--- config.mk ---
export PLATFORM = sky130hd
export DESIGN_NAME = lbr_top
export DESIGN_NICKNAME = d
export VERILOG_FILES = /design/src/rtl/lbr_pkg.sv /design/src/rtl/lbr_filt_if.sv /design/src/rtl/lbr_top.sv /design/src/rtl/lbr_persist.sv
export VERILOG_INCLUDE_DIRS = /design/src /design/src/rtl
export SDC_FILE = /design/constraint.sdc
export NUM_CORES = 1
export LEC_CHECK = 0
export BUFFER_PORTS_ARGS = -buffer_cell sky130_fd_sc_hd__buf_2
export CAP_MARGIN = 20
export CELL_PAD_IN_SITES_DETAIL_PLACEMENT = 0
export CELL_PAD_IN_SITES_GLOBAL_PLACEMENT = 1
export CORE_ASPECT_RATIO = 2
export CORE_UTILIZATION = 46
export CTS_CLUSTER_DIAMETER = 60
export CTS_CLUSTER_SIZE = 12
export DETAILED_ROUTE_END_ITERATION = 10
export PLACE_DENSITY = 0.8
export SKIP_LAST_GASP = 1
export SYNTH_ARGS = -nofsm -noshare
export SYNTH_HDL_FRONTEND = slang
export SYNTH_SLANG_ARGS = --single-unit
--- constraint.sdc ---
create_clock -name ref_clk -period 2.7 [get_ports ref_clk]
set_input_delay 0.27 -clock ref_clk [delete_from_list [all_inputs] [get_ports ref_clk]]
set_output_delay 0.27 -clock ref_clk [all_outputs]
set_load 0.01 [all_outputs]
--- src/rtl/lbr_defs.svh ---
// register offsets, field positions, reset values and counts for loopback requests
`ifndef LBR_DEFS_SVH
`define LBR_DEFS_SVH

`define LBR_ADDR_TX_CMD 8'h07
`define LBR_ADDR_RX_GRP_A 8'h08
`define LBR_ADDR_RX_GRP_B 8'h09
`define LBR_ADDR_RX_GRP_C 8'h0a
`define LBR_ADDR_RX_GRP_D 8'h0b
`define LBR_ADDR_FEAC_CFG 8'h19
`define LBR_ADDR_COND_SEL 8'h20

`define LBR_CMD_SEND_BIT 7
`define LBR_CMD_CONNECT_BIT 6
`define LBR_CMD_METHOD_BIT 5
`define LBR_CMD_CHAN_MSB 4
`define LBR_FEAC_CLK_SEL_BIT 0
`define LBR_SEL_RX_CBIT_BIT 0
`define LBR_SEL_RX_STUFF_BIT 1
`define LBR_SEL_TX_CBIT_BIT 2
`define LBR_SEL_TX_STUFF_BIT 3

`define LBR_TX_CMD_RESET 8'h00
`define LBR_FEAC_CFG_RESET 8'h00
`define LBR_COND_SEL_RESET 8'h00

`define LBR_CHAN_CODE_ALL 5'h00
`define LBR_CHAN_CODE_DS3 5'h1d
`define LBR_CHANNELS 28

`define LBR_PERSIST 3'h5
`define LBR_TX_REPEAT 4'ha

`endif

--- src/rtl/lbr_pkg.sv ---
// shared types for the loopback request block
package lbr_pkg;
    typedef enum logic [1:0] {
        LBR_RX_IDLE,
        LBR_RX_CMD,
        LBR_RX_CHAN
    } lbr_rx_e;

    typedef enum logic [1:0] {
        LBR_TX_IDLE,
        LBR_TX_CMD,
        LBR_TX_CHAN
    } lbr_tx_e;

    typedef logic [5:0] lbr_feac_t;
endpackage

--- src/rtl/lbr_filt_if.sv ---
// carrier between the request block and its persistence filter
`timescale 1ns/1ps
interface lbr_filt_if #(parameter int N = 28);
    logic ce;
    logic sample;
    logic [N-1:0] cond;
    logic [N-1:0] ok;
    logic [N-1:0] flag;

    modport ctl (output ce, output sample, output cond, output ok, input flag);
    modport filt (input ce, input sample, input cond, input ok, output flag);
endinterface

--- src/rtl/lbr_top.sv ---
// remote loopback request detection, reporting and sending
`timescale 1ns/1ps
`include "lbr_defs.svh"
// Notes on behaviour
// - method 0: send bit starts/stops inversions
// - one inversion request at a time, replaced
// - group A: bit7 all-channel, bits6-0 channels
// - M13: set after five consecutive inversions
// - condition select register picks inversion condition
// - clear after five consecutive normal bits
// - FEAC: five connect, five channel words
// - FEAC: five disconnect then channel word
// - C-bit mode also detects inversions
// - many channel flags may be set together
// - inversion detection needs DS2 and DS3 sync
// - FEAC needs sync, no AIS, no idle
// - all-channel flag only in C-bit mode
// - group B bit7 DS3 request, C-bit only
// - channel n at group (n-1)%4, bit (n-1)/4
// - connect field: 1 connect, 0 disconnect
module lbr_top #(
    parameter lbr_pkg::lbr_feac_t FEAC_CONNECT = 6'h07,
    parameter lbr_pkg::lbr_feac_t FEAC_DISCONNECT = 6'h1c,
    parameter lbr_pkg::lbr_feac_t FEAC_DS3_WORD = 6'h1b,
    parameter lbr_pkg::lbr_feac_t FEAC_ALL_WORD = 6'h13,
    parameter lbr_pkg::lbr_feac_t FEAC_CHAN_BASE = 6'h20
) (
    input wire logic ref_clk,
    input wire logic rst_b,
    input wire logic ce,
    input wire logic [7:0] cpu_addr,
    input wire logic [7:0] cpu_wdata,
    input wire logic cpu_wr,
    input wire logic cpu_rd,
    output logic [7:0] cpu_rdata,
    input wire logic cbit_mode,
    input wire logic ds3_sync,
    input wire logic [6:0] ds2_sync,
    input wire logic ds3_ais,
    input wire logic ds3_idle,
    input wire logic rx_bit_strobe,
    input wire logic [27:0] rx_cbit_inv,
    input wire logic [27:0] rx_stuff_inv,
    input wire logic rx_feac_valid,
    input wire logic [5:0] rx_feac_code,
    output logic [27:0] tx_inv_chan,
    output logic tx_inv_cbit,
    output logic tx_inv_stuff,
    input wire logic tx_feac_ready,
    output logic tx_feac_valid,
    output logic [5:0] tx_feac_code
);
    localparam int N = `LBR_CHANNELS;

    logic [7:0] tx_cmd_ff;
    logic [7:0] feac_cfg_ff;
    logic [7:0] cond_sel_ff;
    logic [7:0] cpu_rdata_ff;
    logic [N-1:0] feac_chan_ff;
    logic feac_all_ff;
    logic feac_ds3_ff;
    lbr_pkg::lbr_rx_e rx_state_ff;
    logic [2:0] rx_cnt_ff;
    logic rx_connect_ff;
    lbr_pkg::lbr_feac_t rx_chan_word_ff;
    lbr_pkg::lbr_tx_e tx_state_ff;
    logic [3:0] tx_rep_ff;
    lbr_pkg::lbr_feac_t tx_cmd_word_ff;
    lbr_pkg::lbr_feac_t tx_chan_word_ff;
    logic tx_feac_valid_ff;
    lbr_pkg::lbr_feac_t tx_feac_code_ff;
    logic [N-1:0] tx_inv_chan_ff;
    logic tx_inv_cbit_ff;
    logic tx_inv_stuff_ff;

    logic [N-1:0] rx_cond;
    logic [N-1:0] rx_ok;
    logic [N-1:0] chan_flag;
    logic feac_ok;
    logic cmd_wr;
    logic feac_start;
    logic [4:0] cmd_chan;
    logic [N+1:0] rx_target;
    logic [N+1:0] rx_code_target;

    lbr_filt_if #(.N(N)) fi ();

    // one-hot {ds3, all, channels} selected by a received channel word
    function automatic logic [N+1:0] feac_target(input lbr_pkg::lbr_feac_t w);
        logic [N+1:0] t;
        t = '0;
        if (w == FEAC_DS3_WORD) begin
            t[N+1] = 1'b1;
        end else if (w == FEAC_ALL_WORD) begin
            t[N] = 1'b1;
        end else begin
            for (int i = 0; i < N; i++) begin
                if (w == FEAC_CHAN_BASE + 6'(i)) begin
                    t[i] = 1'b1;
                end
            end
        end
        return t;
    endfunction

    function automatic logic is_feac_cmd(input lbr_pkg::lbr_feac_t w);
        return (w == FEAC_CONNECT) || (w == FEAC_DISCONNECT);
    endfunction

    // one group register: channel n lands at group (n-1)%4, bit (n-1)/4
    function automatic logic [6:0] group_bits(input logic [N-1:0] v, input int k);
        logic [6:0] r;
        r = '0;
        for (int b = 0; b < 7; b++) begin
            r[b] = v[4*b+k];
        end
        return r;
    endfunction

    assign cmd_wr = ce && cpu_wr && (cpu_addr == `LBR_ADDR_TX_CMD);
    assign cmd_chan = tx_cmd_ff[`LBR_CMD_CHAN_MSB:0];
    assign feac_ok = cbit_mode && ds3_sync && !ds3_ais && !ds3_idle;
    assign feac_start = cmd_wr && cpu_wdata[`LBR_CMD_METHOD_BIT]
        && cpu_wdata[`LBR_CMD_SEND_BIT] && cbit_mode
        && feac_cfg_ff[`LBR_FEAC_CLK_SEL_BIT];
    assign rx_target = feac_target(rx_chan_word_ff);
    assign rx_code_target = feac_target(rx_feac_code);

    // inversion condition per channel, chosen by the select register
    always_comb begin
        rx_cond = '0;
        rx_ok = '0;
        for (int i = 0; i < N; i++) begin
            rx_cond[i] = (cond_sel_ff[`LBR_SEL_RX_CBIT_BIT] || cond_sel_ff[`LBR_SEL_RX_STUFF_BIT])
                && (!cond_sel_ff[`LBR_SEL_RX_CBIT_BIT] || rx_cbit_inv[i])
                && (!cond_sel_ff[`LBR_SEL_RX_STUFF_BIT] || rx_stuff_inv[i]);
            rx_ok[i] = ds3_sync && ds2_sync[i/4];
        end
    end

    // inversions counted in both framing modes
    assign fi.ce = ce;
    assign fi.sample = rx_bit_strobe;
    assign fi.cond = rx_cond;
    assign fi.ok = rx_ok;
    assign chan_flag = fi.flag | (cbit_mode ? feac_chan_ff : '0);

    lbr_persist #(.N(N)) u_persist (
        .ref_clk(ref_clk),
        .rst_b(rst_b),
        .fi(fi)
    );

    // software-visible configuration; loopbacks are applied by software
    always_ff @(posedge ref_clk or negedge rst_b) begin
        if (!rst_b) begin
            tx_cmd_ff <= `LBR_TX_CMD_RESET;
            feac_cfg_ff <= `LBR_FEAC_CFG_RESET;
            cond_sel_ff <= `LBR_COND_SEL_RESET;
        end else if (ce && cpu_wr) begin
            case (cpu_addr)
                `LBR_ADDR_TX_CMD: tx_cmd_ff <= cpu_wdata;
                `LBR_ADDR_FEAC_CFG: feac_cfg_ff <= cpu_wdata;
                `LBR_ADDR_COND_SEL: cond_sel_ff <= cpu_wdata;
                default: tx_cmd_ff <= tx_cmd_ff;
            endcase
        end
    end

    // register reads, answered on the edge after cpu_rd
    always_ff @(posedge ref_clk or negedge rst_b) begin
        if (!rst_b) begin
            cpu_rdata_ff <= 8'h00;
        end else if (ce && cpu_rd) begin
            case (cpu_addr)
                `LBR_ADDR_TX_CMD: cpu_rdata_ff <= tx_cmd_ff;
                `LBR_ADDR_FEAC_CFG: cpu_rdata_ff <= feac_cfg_ff;
                `LBR_ADDR_COND_SEL: cpu_rdata_ff <= cond_sel_ff;
                `LBR_ADDR_RX_GRP_A:
                    cpu_rdata_ff <= {cbit_mode && feac_all_ff, group_bits(chan_flag, 0)};
                `LBR_ADDR_RX_GRP_B:
                    cpu_rdata_ff <= {cbit_mode && feac_ds3_ff, group_bits(chan_flag, 1)};
                `LBR_ADDR_RX_GRP_C: cpu_rdata_ff <= {1'b0, group_bits(chan_flag, 2)};
                `LBR_ADDR_RX_GRP_D: cpu_rdata_ff <= {1'b0, group_bits(chan_flag, 3)};
                default: cpu_rdata_ff <= 8'h00;
            endcase
        end
    end

    // FEAC receive: command word five times, then the channel word
    always_ff @(posedge ref_clk or negedge rst_b) begin
        if (!rst_b) begin
            rx_state_ff <= lbr_pkg::LBR_RX_IDLE;
            rx_cnt_ff <= 3'h0;
            rx_connect_ff <= 1'b0;
            rx_chan_word_ff <= 6'h00;
            feac_chan_ff <= '0;
            feac_all_ff <= 1'b0;
            feac_ds3_ff <= 1'b0;
        end else if (ce) begin
            if (!feac_ok) begin
                rx_state_ff <= lbr_pkg::LBR_RX_IDLE;
            end else if (rx_feac_valid) begin
                case (rx_state_ff)
                    lbr_pkg::LBR_RX_IDLE: begin
                        if (is_feac_cmd(rx_feac_code)) begin
                            rx_connect_ff <= (rx_feac_code == FEAC_CONNECT);
                            rx_cnt_ff <= 3'h1;
                            rx_state_ff <= lbr_pkg::LBR_RX_CMD;
                        end
                    end
                    lbr_pkg::LBR_RX_CMD: begin
                        if (rx_feac_code == (rx_connect_ff ? FEAC_CONNECT : FEAC_DISCONNECT)) begin
                            if (rx_cnt_ff < `LBR_PERSIST) begin
                                rx_cnt_ff <= rx_cnt_ff + 3'h1;
                            end
                        end else if (rx_cnt_ff >= `LBR_PERSIST
                                     && rx_code_target != '0) begin
                            rx_chan_word_ff <= rx_feac_code;
                            rx_cnt_ff <= 3'h1;
                            if (rx_connect_ff) begin
                                rx_state_ff <= lbr_pkg::LBR_RX_CHAN;
                            end else begin
                                // one channel word is enough to clear
                                feac_chan_ff <= feac_chan_ff & ~rx_code_target[N-1:0];
                                feac_all_ff <= feac_all_ff && !rx_code_target[N];
                                feac_ds3_ff <= feac_ds3_ff && !rx_code_target[N+1];
                                rx_state_ff <= lbr_pkg::LBR_RX_IDLE;
                            end
                        end else if (is_feac_cmd(rx_feac_code)) begin
                            rx_connect_ff <= (rx_feac_code == FEAC_CONNECT);
                            rx_cnt_ff <= 3'h1;
                        end else begin
                            rx_state_ff <= lbr_pkg::LBR_RX_IDLE;
                        end
                    end
                    lbr_pkg::LBR_RX_CHAN: begin
                        if (rx_feac_code == rx_chan_word_ff) begin
                            rx_cnt_ff <= rx_cnt_ff + 3'h1;
                            if (rx_cnt_ff + 3'h1 >= `LBR_PERSIST) begin
                                feac_chan_ff <= feac_chan_ff | rx_target[N-1:0];
                                feac_all_ff <= feac_all_ff || rx_target[N];
                                feac_ds3_ff <= feac_ds3_ff || rx_target[N+1];
                                rx_state_ff <= lbr_pkg::LBR_RX_IDLE;
                            end
                        end else begin
                            rx_state_ff <= lbr_pkg::LBR_RX_IDLE;
                        end
                    end
                    default: rx_state_ff <= lbr_pkg::LBR_RX_IDLE;
                endcase
            end
        end
    end

    // inversion send: a single channel, the latest command replaces the last
    always_ff @(posedge ref_clk or negedge rst_b) begin
        if (!rst_b) begin
            tx_inv_chan_ff <= '0;
            tx_inv_cbit_ff <= 1'b0;
            tx_inv_stuff_ff <= 1'b0;
        end else if (ce) begin
            tx_inv_chan_ff <= '0;
            tx_inv_cbit_ff <= 1'b0;
            tx_inv_stuff_ff <= 1'b0;
            // connect field ignored for this method
            if (!tx_cmd_ff[`LBR_CMD_METHOD_BIT] && tx_cmd_ff[`LBR_CMD_SEND_BIT]) begin
                for (int i = 0; i < N; i++) begin
                    tx_inv_chan_ff[i] <= (cmd_chan == 5'(i + 1));
                end
                tx_inv_cbit_ff <= cond_sel_ff[`LBR_SEL_TX_CBIT_BIT];
                tx_inv_stuff_ff <= cond_sel_ff[`LBR_SEL_TX_STUFF_BIT];
            end
        end
    end

    // FEAC send: command word, then channel word, each repeated
    always_ff @(posedge ref_clk or negedge rst_b) begin
        if (!rst_b) begin
            tx_state_ff <= lbr_pkg::LBR_TX_IDLE;
            tx_rep_ff <= 4'h0;
            tx_cmd_word_ff <= 6'h00;
            tx_chan_word_ff <= 6'h00;
            tx_feac_valid_ff <= 1'b0;
            tx_feac_code_ff <= 6'h00;
        end else if (ce) begin
            if (feac_start) begin
                // connect field: 1 connect, 0 disconnect
                tx_cmd_word_ff <= cpu_wdata[`LBR_CMD_CONNECT_BIT] ? FEAC_CONNECT
                    : FEAC_DISCONNECT;
                tx_feac_code_ff <= cpu_wdata[`LBR_CMD_CONNECT_BIT] ? FEAC_CONNECT
                    : FEAC_DISCONNECT;
                if (cpu_wdata[`LBR_CMD_CHAN_MSB:0] == `LBR_CHAN_CODE_ALL) begin
                    tx_chan_word_ff <= FEAC_ALL_WORD;
                end else if (cpu_wdata[`LBR_CMD_CHAN_MSB:0] == `LBR_CHAN_CODE_DS3) begin
                    tx_chan_word_ff <= FEAC_DS3_WORD;
                end else begin
                    tx_chan_word_ff <= FEAC_CHAN_BASE + 6'(cpu_wdata[`LBR_CMD_CHAN_MSB:0]) - 6'h01;
                end
                tx_rep_ff <= 4'h0;
                tx_feac_valid_ff <= 1'b1;
                tx_state_ff <= lbr_pkg::LBR_TX_CMD;
            end else if (tx_feac_valid_ff && tx_feac_ready) begin
                case (tx_state_ff)
                    lbr_pkg::LBR_TX_CMD: begin
                        if (tx_rep_ff + 4'h1 >= `LBR_TX_REPEAT) begin
                            tx_rep_ff <= 4'h0;
                            tx_feac_code_ff <= tx_chan_word_ff;
                            tx_state_ff <= lbr_pkg::LBR_TX_CHAN;
                        end else begin
                            tx_rep_ff <= tx_rep_ff + 4'h1;
                        end
                    end
                    lbr_pkg::LBR_TX_CHAN: begin
                        if (tx_rep_ff + 4'h1 >= `LBR_TX_REPEAT) begin
                            tx_rep_ff <= 4'h0;
                            tx_feac_valid_ff <= 1'b0;
                            tx_state_ff <= lbr_pkg::LBR_TX_IDLE;
                        end else begin
                            tx_rep_ff <= tx_rep_ff + 4'h1;
                        end
                    end
                    default: begin
                        tx_feac_valid_ff <= 1'b0;
                        tx_state_ff <= lbr_pkg::LBR_TX_IDLE;
                    end
                endcase
            end
        end
    end

    assign cpu_rdata = cpu_rdata_ff;
    assign tx_inv_chan = tx_inv_chan_ff;
    assign tx_inv_cbit = tx_inv_cbit_ff;
    assign tx_inv_stuff = tx_inv_stuff_ff;
    assign tx_feac_valid = tx_feac_valid_ff;
    assign tx_feac_code = tx_feac_code_ff;
endmodule

--- src/rtl/lbr_persist.sv ---
// per-channel persistence filter: a flag flips after five equal opposite samples
`timescale 1ns/1ps
`include "lbr_defs.svh"
module lbr_persist #(parameter int N = 28) (
    input wire logic ref_clk,
    input wire logic rst_b,
    lbr_filt_if.filt fi
);
    logic [2:0] cnt_ff [N];
    logic [N-1:0] flag_ff;

    assign fi.flag = flag_ff;

    // each channel counts on its own, so many flags may stand at once
    always_ff @(posedge ref_clk or negedge rst_b) begin
        if (!rst_b) begin
            flag_ff <= '0;
            for (int i = 0; i < N; i++) begin
                cnt_ff[i] <= 3'h0;
            end
        end else if (fi.ce && fi.sample) begin
            for (int i = 0; i < N; i++) begin
                if (fi.ok[i]) begin
                    if (fi.cond[i] == flag_ff[i]) begin
                        cnt_ff[i] <= 3'h0;
                    end else if (cnt_ff[i] + 3'h1 >= `LBR_PERSIST) begin
                        // set after five inversions, clear after five normal
                        flag_ff[i] <= fi.cond[i];
                        cnt_ff[i] <= 3'h0;
                    end else begin
                        cnt_ff[i] <= cnt_ff[i] + 3'h1;
                    end
                end
            end
        end
    end
endmodule

==> metrics list, run 1 <==
* FILL cells: 2709
* Sequential cell area: 5880 µm²
* Count of yosys warnings during synthesis: 0
* Clock-pin transition on the worst setup and hold timing paths: 0.06 ns
- Combinational logic burns 13.1% of the power.
* Critical path launch point type: flip-flop
- Cells with a size suffix above 1 make up 16.2% of the layout.
- The pre-antenna-repair detailed-routing pass consisted of 5 iterations.
- Among all cell types in the netlist, the one instantiated most often is dfrtp_1.
- Number of buffers created by CTS: 23
- Congestion Overflow GR: 0
- The worst setup path is of the reg2reg kind.
- Across the VDD grid, the largest voltage drop is 0.000365 V.
* Chip width: 124 µm
* Sequential cell area fraction in the yosys report: 43.2%
- By count the netlist is led by dfrtp_1 (235), nand2_1 (119), inv_1 (106), nor3_1 (79), ha_1 (68).
* First DRT Iteration DRCs: 574
- Number of synthesized flops with an enable pin: 0
* Critical Path RT: 3.09 ns
- Placeable core area: 29000 µm²
- Layout overhead on the synthesized area: 13.2%
- Port Buf Inserts: 141
* Cell chosen for the clock root: clkbuf_16
- Post-cts repair resize count: 0
* Portion of total power attributed to sequential cells: 49.9%
- Effective utilization at floorplan: 47.1%
- Part of the power in the clock network: 37.0%
- Fraction of the cycle the final worst path needs: 84.3%
* Post-synthesis sequential element count: 235
- The initial antenna violation count came to 2.
- Number of placed cells counting well taps: 1921
- Measured against its own limit, the worst slew margin works out to 48.4%.
* Total half-perimeter wirelength after legalization and detailed placement: 28000 µm
- In this run the deepest clock path goes through 3 buffers.
* # Max-Cap Violations: 0
- Pwr Total: 0.00762 W
- Dividing the detail-routed wire length by the instance count gives 18.8 µm.
* Worst hold path type: in2reg
- Post-Synthesis Cells: 1456
- First-pass GRT wire length: 58300 µm
* Share of total power consumed by net switching: 27.1%
- Global routing usage summed across all routing layers: 24.7%
* Startpoint of the lowest-slack register-to-register path: rx_state_ff[0]
- In this run, distinct cell masters in the synthesized netlist total 69.
* Setup repair after global routing missed its margin: no
- Post-cts hold buffer count: 2
- Number of DRC violations after detailed routing: 0
- For this run, the number of standard cells in the final layout without fillers is 1948.
* Total area of multi-input combinational cells: 7090 µm²
- TritonCTS built the clock tree.
- DRT Wirelength: 36700 µm
- Count of pins over their slew limit: 0
* Design internal power: 0.00556 W
* Top cells by area, synth: dfrtp_1 (43%), ha_1 (6.2%), mux2_2 (3.9%), xnor2_1 (3.5%), nand2_1 (3.3%)
- Launch point of the critical path: rx_state_ff[0]
- I/O pin count: 142
- Final net count: 1753
- Clock Sink Count: 235
- Top cell type's share of synthesized area: 43.2%
* Placement Rows: 88
* Die Ht: 245 µm
- Switching power: 0.00207 W
* Worst slew pin tran: 0.774 ns
- Synth Net Count: 1621
- In the synthesized netlist the async set-or-reset flop fraction comes to 100%.
* Dominant register cell in the synthesized netlist: dfrtp_1
* Minimum clock period after layout: 2.28 ns
- Maximum number of pins on one net before global-route repair: 89
- Number of vias per cell: 5.78
* Peak Freq: 439 MHz
- Summed over all cells, the static leakage comes to 6.96 nW.
- Final Hold Violating Endpoints: 0
* Setup repair bufs after CTS: 0
* Die area: 30400 µm²
- Setup violations remaining at the end of the flow were counted as 0.
* Average size of a mapped cell: 9.36 µm²
* Number of global-route vias before repair: 11400
- Worst clock skew: 0.0131 ns
- RePlAce Congestion: 0.886
- Hold Crit Start: cpu_wdata[7]
- Worst-Skew Late Latency: 0.52 ns
* Count of H-tree levels built during CTS: 1
- Of all cell types, the one taking the most synthesized area is dfrtp_1.
* Netlist area before placement: 13600 µm²
- Adding up every negative setup slack in the final design gives 0 ns.
* Arrival @ worst endpoint: 2.66 ns
- The detail route stage leaves a number of antenna-violating nets equal to 0.
* Count of vias placed by the detailed router: 11300
* Largest fanout on the critical path: 7
- Critical Path End Type: flip-flop
- In this run the power density over the cells is 494 nW/µm².
* Status: finished, final reports clean
## placed cells by master (no fill, tap or decap), types with 34 or more instances in the layout
cell	n
mux2_2	47
buf_2	140
xnor2_1	55
nor2_1	60
ha_1	68
nand3_1	47
dfrtp_1	235
o22ai_1	43
nor2b_1	67
o31ai_1	34
nand2_1	119
a21oi_1	46
nor3_1	79
nand2b_1	41
inv_1	106
o21ai_0	58
## worst paths after layout
check	endpoint	slack [ns]	depth (start not counted)
min in group asynchronous	tx_inv_chan[25]	0.35	2
max reg2reg	feac_chan_ff[16]	0.42	6
min	feac_cfg_ff[7]	0.04	2
max	feac_chan_ff[16]	0.42	6
min reg2reg	tx_chan_word_ff[2]	0.47	2
max in group asynchronous	u_persist.cnt_ff[30]	1.56	3
## layout make-up
| cell class | instances | share of cell area [%] |
|---|---|---|
| repair buffers | 172 | 6.63 |
| multi-input cells | 1050 | 46.0 |
| inverters | 106 | 2.58 |
| flip-flops and latches | 235 | 38.1 |
| well taps | 360 | 2.92 |
| clock inverters | 1 | 0.0486 |
| diodes | 1 | 0.0162 |
| clock buffers | 23 | 3.73 |
## registers in the layout, summed over array words and instances, names as in the netlist
signal             flops
rx_cnt_ff              3
rx_state_ff            2
u_persist.fi.flag     28
cpu_rdata              8
feac_chan_ff          28
tx_cmd_ff              8
feac_ds3_ff            1
u_persist.cnt_ff      84
tx_feac_code           6
tx_inv_chan           28
rx_connect_ff          1
rx_chan_word_ff        6
feac_cfg_ff            8
tx_rep_ff              4
tx_state_ff            2
tx_inv_stuff           1
tx_inv_cbit            1
cond_sel_ff            8
tx_feac_valid          1
feac_all_ff            1
tx_chan_word_ff        6
## routing by layer
metal	vias to the layer above	part of all wire, %	global-route usage (%)
met3	85	3.5	2.53
met1	5504	37	25.7
met4	2	5.1	12.6
met2	221	55	47.1
li1	5453	-	-
met5	-	0.025	0
## critical path, stage by stage (launching register included)
cell and delay, ns:
dfrtp_1 0.39, inv_1 0.08, ha_1 0.27, or4_1 0.54
or4_1 0.51, o41ai_1 0.25, o21ai_1 0.11
## power by group through the flow
stage | logic (W) | registers, W | clock network (W)
6_report | 0.000997 | 0.00380 | 0.00282
5_1_grt | 0.00112 | 0.00382 | 0.00302
4_1_cts | 0.00101 | 0.00380 | 0.00290
3_5_place_dp | 0.00100 | 0.00387 | 0
3_3_place_gp | 0.000967 | 0.00386 | 0
2_1_floorplan | 0.000639 | 0.00381 | 0
## logic make-up after synthesis
family / synth area share, %
AOI/OAI and AO/OA: 15.5
xor gates and xnor gates: 4.18
adders and majority gates: 6.24
buffers and inverters: 4.80
DFF: 43.2
muxes: 4.84
and+or+nand+nor: 21.3
## stage by stage
stage          hold WS, ns  util, %  instance area [µm²]  setup slack, ns
2_1_floorplan      -0.0256        -                13600            0.630
3_3_place_gp         0.334     51.1                14800            0.159
3_5_place_dp         0.334     51.2                14800            0.366
4_1_cts             0.0228     53.3                15400            0.429
5_1_grt             0.0402     53.3                15400            0.262
6_report            0.0386     53.3                15400            0.424
Power figures use the tool's default switching activity.
==> inputs of run 2 (changes only) <==
--- a/config.mk
+++ b/config.mk
@@ -6,16 +6,17 @@
 export SDC_FILE = /design/constraint.sdc
 export NUM_CORES = 1
 export LEC_CHECK = 0
+export ABC_AREA = 1
 export BUFFER_PORTS_ARGS = -buffer_cell sky130_fd_sc_hd__buf_2
 export CAP_MARGIN = 20
 export CELL_PAD_IN_SITES_DETAIL_PLACEMENT = 0
 export CELL_PAD_IN_SITES_GLOBAL_PLACEMENT = 1
 export CORE_ASPECT_RATIO = 2
-export CORE_UTILIZATION = 46
+export CORE_UTILIZATION = 40
 export CTS_CLUSTER_DIAMETER = 60
 export CTS_CLUSTER_SIZE = 12
 export DETAILED_ROUTE_END_ITERATION = 10
-export PLACE_DENSITY = 0.8
+export PLACE_DENSITY = 0.77
 export SKIP_LAST_GASP = 1
 export SYNTH_ARGS = -nofsm -noshare
 export SYNTH_HDL_FRONTEND = slang
==> constraint.sdc (replaced) <==
create_clock -name ref_clk -period 2 [get_ports ref_clk]
set_input_delay 0.2 -clock ref_clk [delete_from_list [all_inputs] [get_ports ref_clk]]
set_output_delay 0.2 -clock ref_clk [all_outputs]
set_load 0.01 [all_outputs]
==> run 2 against run 1 <==
  * Non-clock buffer count grew 47
  * Synthesized area shrank 0.49%
  * Cell area grew 3.3%
==> metrics list, run 2 <==
- The run finished with clean final reports.
- The achievable clock frequency came to 540 MHz (+23%).
- Congestion Overflow GR: 0 (unchanged)
- Cell chosen for the clock root: clkbuf_16
- The length of the first detailed-routing pass in iterations was 5 (unchanged).
* I/O pin count: 142 (unchanged)
* Critical R2R Capture: feac_chan_ff[13]
- The number of buffers added by the clock tree synthesis step came to 23 (unchanged).
- Highest-count cells in the layout ignoring fill and taps: nand2_1 (422), dfrtp_1 (235), inv_1 (216)
- The final hold slack was 0.0171 ns (-0.0215 ns).
- Chip width: 132 µm (+6.9%)
- Number of synthesized flops with an enable pin: 0 (unchanged)
- The number of cells on the critical path is 10 (+4).
- Detailed route wirelength on metal2: 21300 µm (+5.5%)
- Fraction of synthesis flops using an asynchronous set or reset pin: 100% (unchanged)
- WL/cell: 16.7 µm (-11%)
- The fraction of the cycle the final worst path needs came to 92.6% (+8.3 points).
- Launch point of the critical path: rx_state_ff[1]
- Grouping stages by cell kind, the critical path spends the most delay in simple AND/OR/NAND/NOR gates.
* Top cells by area, synth: dfrtp_1 (43%), nand2_1 (12%), o21ai_0 (6.8%), ha_1 (6.3%), inv_1 (6.0%)
* Sequential cell area: 5880 µm² (unchanged)
- The time the final worst path needs with I/O delays and setup is 1.85 ns (-0.424 ns).
- The area after detailed placement came to 15300 µm² (+3.1%).
* Ratio of cells with drive above 1 in the final layout: 14.3% (-1.8 points)
* Leading cell type by number of instances after synthesis: nand2_1
- Endpoint of the most critical setup path: feac_chan_ff[13]
- Critical Path Most Common Cell: nand2_1
- The worst clock skew on the final layout came to 0.0130 ns (-0.000151 ns).
* First DRT Iteration DRCs: 507 (-12%)
* Count of unique library cells instantiated by Yosys: 42 (-39%)
* Largest register FFs: 84 (unchanged)
* Placement Rows: 95 (+8.0%)
- Die Ht: 262 µm (+6.9%)
- Peak ir drop on the vdd network: 0.000557 V (+52%)
- Post-Synthesis Cells: 1719 (+18%)
* Worst setup slack for register-to-register paths: 0.15 ns (-0.28 ns)
- Average size of a mapped cell: 7.89 µm² (-16%)
* Count of yosys warnings during synthesis: 0 (unchanged)
- The commonest cells after synthesis are nand2_1 (423), dfrtp_1 (235), inv_1 (216), o21ai_0 (185), nor2_1 (111).
* DRT Wirelength: 39300 µm (+7.0%)
- The number of antenna cells inserted came to 0 (-1).
- The initial antenna violation count is 0 (-2).
- Worst slew pin tran: 0.585 ns (-0.189 ns)
- Dominant register cell in the synthesized netlist: dfrtp_1
* Global routing usage summed across all routing layers: 23.1% (-1.6 points)
- Cell leakage power: 7.92 nW (+14%)
- The biggest area contributor in the post-synthesis netlist is dfrtp_1.
* Antenna viol nets, final: 0 (unchanged)
- The core area is 33500 µm² (+16%).
- The max-capacitance violation count is 0 (unchanged).
- FILL cells: 3394 (+25%)
* Final Hold Violating Endpoints: 0 (unchanged)
* Critical path's slowest cell: dfrtp_1
* Worst hold path type: in2reg
- Critical path class: reg2reg
- The detailed-routing wirelength on met1 is 14600 µm (+8.8%).
* Synth Net Count: 1884 (+16%)
- The number of flip-flops and latches in the synthesized netlist came to 235 (unchanged).
- The final weighted congestion in routability-driven placement is 0.890 (+0.43%).
* Count of pins over their slew limit: 0 (unchanged)
- Effective utilization at floorplan: 40.5% (-6.6 points)
* Final net count: 2082 (+19%)
- Highest metal layer with signal wires: met4
- Total half-perimeter wirelength after legalization and detailed placement: 30700 µm (+9.7%)
- The power density relative to cell area came to 858 nW/µm² (+74%).
- Pwr Total: 0.0137 W (+80%)
- Buffers plus inverters on the worst setup path: 1 (unchanged)
- The area growth from synthesis to layout is 17.5%.
- The library cell used most frequently in the layout, excluding fill and tap cells, is nand2_1.
- Critical Path End Type: flip-flop
* Most flop-heavy register: u_persist.cnt_ff
* Critical Path Max Stage Delay: 0.36 ns (-0.18 ns)
* Maximum number of pins on one net before global-route repair: 56 (-37%)
- Arrival @ worst endpoint: 2.28 ns (-0.38 ns)
- The total length of routed met3 wires came to 1220 µm (-4.1%).
- STA classifies the critical path startpoint as a flip-flop.
- Sequential cell area fraction in the yosys report: 43.4% (+0.21 points)
- The clock-pin slew reported for the worst setup and hold paths after clock tree synthesis is 0.07 ns (about the same).
* Port Buf Inserts: 141 (unchanged)
- Startpoint of the lowest-slack register-to-register path: rx_state_ff[1]
- First-pass GRT wire length: 63600 µm (+9.1%)
* Number of vias per cell: 5.17 (-11%)
* Setup violation total in the final timing report: 0 (unchanged)
* Critical Path RT: 2.42 ns (-0.67 ns)
- Traced cell by cell, the critical path runs through inv_1 -> ha_1 -> nand2_1 -> o21ai_0 -> nor2_1 -> nand2_1 -> a21oi_2 -> nand2_2 -> o21ai_0 -> nand2_1.
* Count of H-tree levels built during CTS: 1 (unchanged)
* Slew HR: 60.9% (+12 points)
- The combined area of the multi-input logic cells came to 6650 µm² (-6.3%).
- Clock Sink Count: 235 (unchanged)
- Netlist area before placement: 13600 µm² (-0.49%)
- The maximum clock path buffer count is 3 (unchanged).
* Count of vias placed by the detailed router: 12200 (+8.0%)
- The via count of the first global-routing pass is 12500 (+9.7%).
* Finished Cell Area: 15900 µm² (+3.3%)
* CTS tree: done
- Top cell type's share of synthesized area: 43.4% (+0.21 points)
* Worst-case reg-to-reg path depth: 10 (+4)
- Die area: 34700 µm² (+14%)
- The clock latency reported for the late side of the worst-skew pair was 0.54 ns (+0.02 ns).
* Number of DRC violations after detailed routing: 0 (unchanged)
- Largest fanout on the critical path: 9 (+2)
run 2: routing by layer:
layer,global-route usage (%),up-vias
li1,-,6036
met1,24.3,5766
met2,44.4,271
met3,1.91,94
met4,13.0,0
met5,0,-
run 2: area by class of cell:
cell class                 count  area share [%]
clock buffer                  23            3.61
multi-input combinational   1214            41.7
timing repair buffer         219            8.92
inverter                     224            5.27
clock inverter                 2           0.173
sequential                   235            36.9
tap                          436            3.42
run 2: report_power, final:
| part | switching [W] | internal (W) | total (W) | leakage (nW) |
|---|---|---|---|---|
| Combinational | 0.00220 | 0.00139 | 0.00359 | 4.55 |
| Clock | 0.00186 | 0.00205 | 0.00391 | 0.293 |
| Sequential | 0.000606 | 0.00558 | 0.00619 | 3.08 |
| Total | 0.00466 | 0.00902 | 0.0137 | 7.92 |
run 2: how the worst min path moves through the flow:
stage | startpoint | to | cells past startpoint
2_1_floorplan | rst_b | cond_sel_ff[0] | 0
3_3_place_gp | rst_b | u_persist.cnt_ff[36] | 1
3_5_place_dp | rst_b | u_persist.cnt_ff[37] | 1
4_1_cts | cpu_wdata[6] | tx_feac_code[3] | 4
5_1_grt | cpu_wdata[4] | tx_cmd_ff[4] | 3
6_report | rx_feac_code[5] | rx_chan_word_ff[5] | 3
run 2: stage by stage:
stage | utilization, % | worst slack [ns] | setup TNS (ns) | instances
finish | 47.6 | 0.148 | 0 | 2353
global route | 47.6 | -0.0412 | -0.202 | 2353
CTS | 47.5 | 0.102 | 0 | 2352
detailed placement | 45.6 | 0.0960 | 0 | 2324
global placement | 45.6 | 0.159 | 0 | 2324
floorplan | - | 0.236 | 0 | 1719
run 2: logic make-up after synthesis:
logic type	Yosys count	synth area share [%]
and+or+nand+nor	762	24.5
AOI/OAI and AO/OA	298	12.3
buffers and inverters	270	7.70
DFF	235	43.4
adders and majority gates	68	6.27
xor gates and xnor gates	59	3.81
muxes	27	1.99
run 2: what timing repair did:
action,CTS,global route
endpoints found under the hold margin,71,0
setup buffers,0,1
hold buffers,3,0
gates resized for setup,0,4
endpoints found under the setup margin,0,17
run 2: worst reg2reg max path, delay by kind of cell, from the launching register on:
family          cells  cell delay [ns]
flops               1             0.36
buf+inv             1             0.06
compound gates      3             0.54
simple gates        5             0.54
fa+ha+maj           1             0.23
==> inputs of run 3 (changes only) <==
--- a/config.mk
+++ b/config.mk
@@ -16,6 +16,7 @@
 export CTS_CLUSTER_DIAMETER = 60
 export CTS_CLUSTER_SIZE = 12
 export DETAILED_ROUTE_END_ITERATION = 10
+export GPL_TIMING_DRIVEN = 0
 export PLACE_DENSITY = 0.77
 export SKIP_LAST_GASP = 1
 export SYNTH_ARGS = -nofsm -noshare
==> run 3 against run 2 <==
  * The run now ends with negative hold slack left
  * Utilization is 0.31 points lower
  * Power is 0.15% lower
  * Clock skew is 0.0032 ns lower
  * Global-route usage is 0.83 points higher
  * Clock power is 1% higher
  * Register-to-register slack worse by 0.04 ns
  * Clock-buffer cell count is 1 higher
  * First-iteration DRC count is 6.9% higher
  * Critical path type unchanged
==> metrics list, run 3 (synthesis results as in run 2) <==
- The flow ran to the end, but the final reports show violations.
- Violations in the final reports: negative hold slack
* Number of global-route vias before repair: 12500 (+0.38%)
* Most flop-heavy register: u_persist.cnt_ff
- The count of filler cells inserted in the layout was 3413 (+0.56%).
- The clock-pin slew reported for the worst setup and hold paths after clock tree synthesis is 0.06 ns (about the same).
* Endpoint of the most critical setup path: u_persist.fi.flag[24]
* Cell count along the critical path: 7 (-3)
- Count of H-tree levels built during CTS: 1 (unchanged)
- The HPWL after detailed placement came to 31500 µm (+2.7%).
- Pwr/cell area: 863 nW/µm² (+0.50%)
* Clock Sink Count: 235 (unchanged)
- The worst slew margin relative to its limit came to 48.1% (-13 points).
* Largest register FFs: 84 (unchanged)
* Critical R2R Capture: u_persist.fi.flag[24]
* Largest fanout on the critical path: 10 (+1)
- Minimum clock period after layout: 1.89 ns (+0.0422 ns)
- The critical path is of the reg2reg type.
- RePlAce Congestion: 0.933 (+4.9%)
- Buffers plus inverters on the worst setup path: 2 (+1)
- The final hold slack was -0.0176 ns (-0.0346 ns).
* TritonRoute pass-1 iters: 5 (unchanged)
* Critical Path End Type: flip-flop
- The detailed-route wire length per cell came to 17.4 µm (+4.0%).
* Critical path launch point type: flip-flop
* Number of vias per cell: 5.22 (+1.0%)
- Launch point of the critical path: cond_sel_ff[1]
- The fraction of the cycle the final worst path needs is 94.7% (+2.1 points).
- The final cell area excluding filler cells was 15800 µm² (-0.64%).
- The tree is rooted in a clkbuf_16.
* Die area: 34700 µm² (unchanged)
- The final count of hold timing violations was 1 (+1).
- Count of pins over their slew limit: 0 (unchanged)
- Highest-count cells in the layout ignoring fill and taps: nand2_1 (420), dfrtp_1 (231), inv_1 (212)
- The die boundary height came to 262 µm (unchanged).
* Kind of cell adding the most delay to the critical path: compound AO/OA/AOI/OAI gates
- The data required time of the critical path is 2.40 ns (-0.02 ns).
* Setup violation total in the final timing report: 0 (unchanged)
- The number of I/O pins came to 142 (unchanged).
* Arrival @ worst endpoint: 2.30 ns (+0.02 ns)
- The number of placement rows is 95 (unchanged).
* Effective utilization at floorplan: 40.5% (unchanged)
- The initial antenna violation count was 0 (unchanged).
- The fraction of layout cells with a size suffix above 1 is 13.5% (-0.84 points).
- TritonCTS built the clock tree.
* Placeable core area: 33500 µm² (unchanged)
- First DRT Iteration DRCs: 542 (+6.9%)
- Pwr Total: 0.0137 W (-0.15%)
* Count of vias placed by the detailed router: 12200 (+0.43%)
* Port Buf Inserts: 139 (-1.4%)
- The remaining number of nets flagged by the antenna check after routing is 0 (unchanged).
- Maximum number of pins on one net before global-route repair: 97 (+73%)
- The total wire length after detailed routing was 40600 µm (+3.4%).
- First-pass GRT wire length: 65400 µm (+2.8%)
- The final net count is 2067 (-0.72%).
- Global routing usage summed across all routing layers: 23.9% (+0.83 points)
- The number of buffers added by the clock tree synthesis step was 23 (unchanged).
- Worst path cell trace: inv_1 -> clkbuf_2 -> o21ai_1 -> xnor2_1 -> nand3_1 -> nand2_1 -> o21ai_0
- Ant diodes: 0 (unchanged)
- The achievable clock frequency was 528 MHz (-2.2%).
- Cell leakage power: 7.75 nW (-2.1%)
* Startpoint of the lowest-slack register-to-register path: cond_sel_ff[1]
- Worst-Skew Late Latency: 0.54 ns (about the same)
* Critical Path Max Stage Delay: 0.48 ns (+0.12 ns)
- Peak ir drop on the vdd network: 0.000580 V (+4.2%)
- Number of DRC violations after detailed routing: 0 (unchanged)
* Setup repair after global routing missed its margin: yes
* Chip width: 132 µm (unchanged)
- The pin slew with the least headroom to its limit came to 0.772 ns (+0.187 ns).
* Worst-case reg-to-reg path depth: 7 (-3)
- # Max-Cap Violations: 0 (unchanged)
- Worst hold path type: in2reg
- Layout overhead on the synthesized area: 16.8%
- Commonest non-fill, non-tap cell in the layout: nand2_1
- The minimum setup slack among reg-to-reg paths is 0.11 ns (-0.04 ns).
- The slowest stage of the critical path belongs to the cell o21ai_1.
- Worst clock skew: 0.00978 ns (-0.00321 ns)
* Congestion Overflow GR: 0 (unchanged)
* Clock buffer depth: 3 (unchanged)
- Instance area after placement: 14900 µm² (-2.7%)
run 3: timing repair:
item,in CTS,in global routing
hold endpoints to repair,55,1
cloned,0,1
gates resized for setup,16,60
pin swaps,1,12
endpoints found under the setup margin,51,86
hold buffers,5,1
buffers inserted,1,8
run 3: worst min-delay path by stage:
stage | start | end | slack [ns] | depth (start not counted)
6_report | rx_stuff_inv[16] | u_persist.fi.flag[16] | -0.02 | 3
5_1_grt | rx_stuff_inv[16] | u_persist.fi.flag[16] | 0.001 | 3
4_1_cts | rx_feac_code[1] | rx_chan_word_ff[1] | 0.003 | 3
3_5_place_dp | rst_b | u_persist.cnt_ff[38] | 0.12 | 1
2_1_floorplan | rst_b | cond_sel_ff[0] | -0.1 | 0
3_3_place_gp | feac_chan_ff[7] | feac_chan_ff[7] | 0.46 | 2
run 3: stage by stage:
stage / cells / TNS, ns / setup slack, ns / util [%]
after floorplan: 1719 / 0 / 0.236 / -
after global placement: 2294 / -859.89 / -3.64 / 44.2
after detailed placement: 2297 / -17.52 / -0.388 / 44.4
after CTS: 2329 / -0.0568 / -0.0310 / 46.5
after global routing: 2339 / -0.217 / -0.0351 / 47.2
final: 2339 / 0 / 0.106 / 47.2
run 3: worst register-to-register path, stage by stage, from the launching register on:
cell,delay [ns]
dfrtp_1,0.43
inv_1,0.08
clkbuf_2,0.23
o21ai_1,0.48
xnor2_1,0.26
nand3_1,0.14
nand2_1,0.07
o21ai_0,0.07
run 3: layout make-up:
class	count	area (µm²)	area share, %
Inverter	224	841	5.31
Clock inverter	2	25.0	0.158
Multi-Input combinational cell	1214	6780	42.8
Timing Repair Buffer	158	933	5.89
Tap cell	436	546	3.44
Buffer	46	241	1.52
Clock buffer	24	589	3.72
Sequential cell	235	5890	37.2
run 3: report_power, final:
group          switching [W]  total (W)  internal [W]  leakage (nW)
Sequential          0.000572    0.00615       0.00558          3.07
Clock                0.00187    0.00396       0.00209         0.304
Combinational        0.00220    0.00355       0.00135          4.38
run 3: metal layers:
metal	track usage, %	wire length (µm)
met4	12.8	2310
met3	2.08	1340
met2	46.4	22200
met1	25.0	14800
met5	0	0
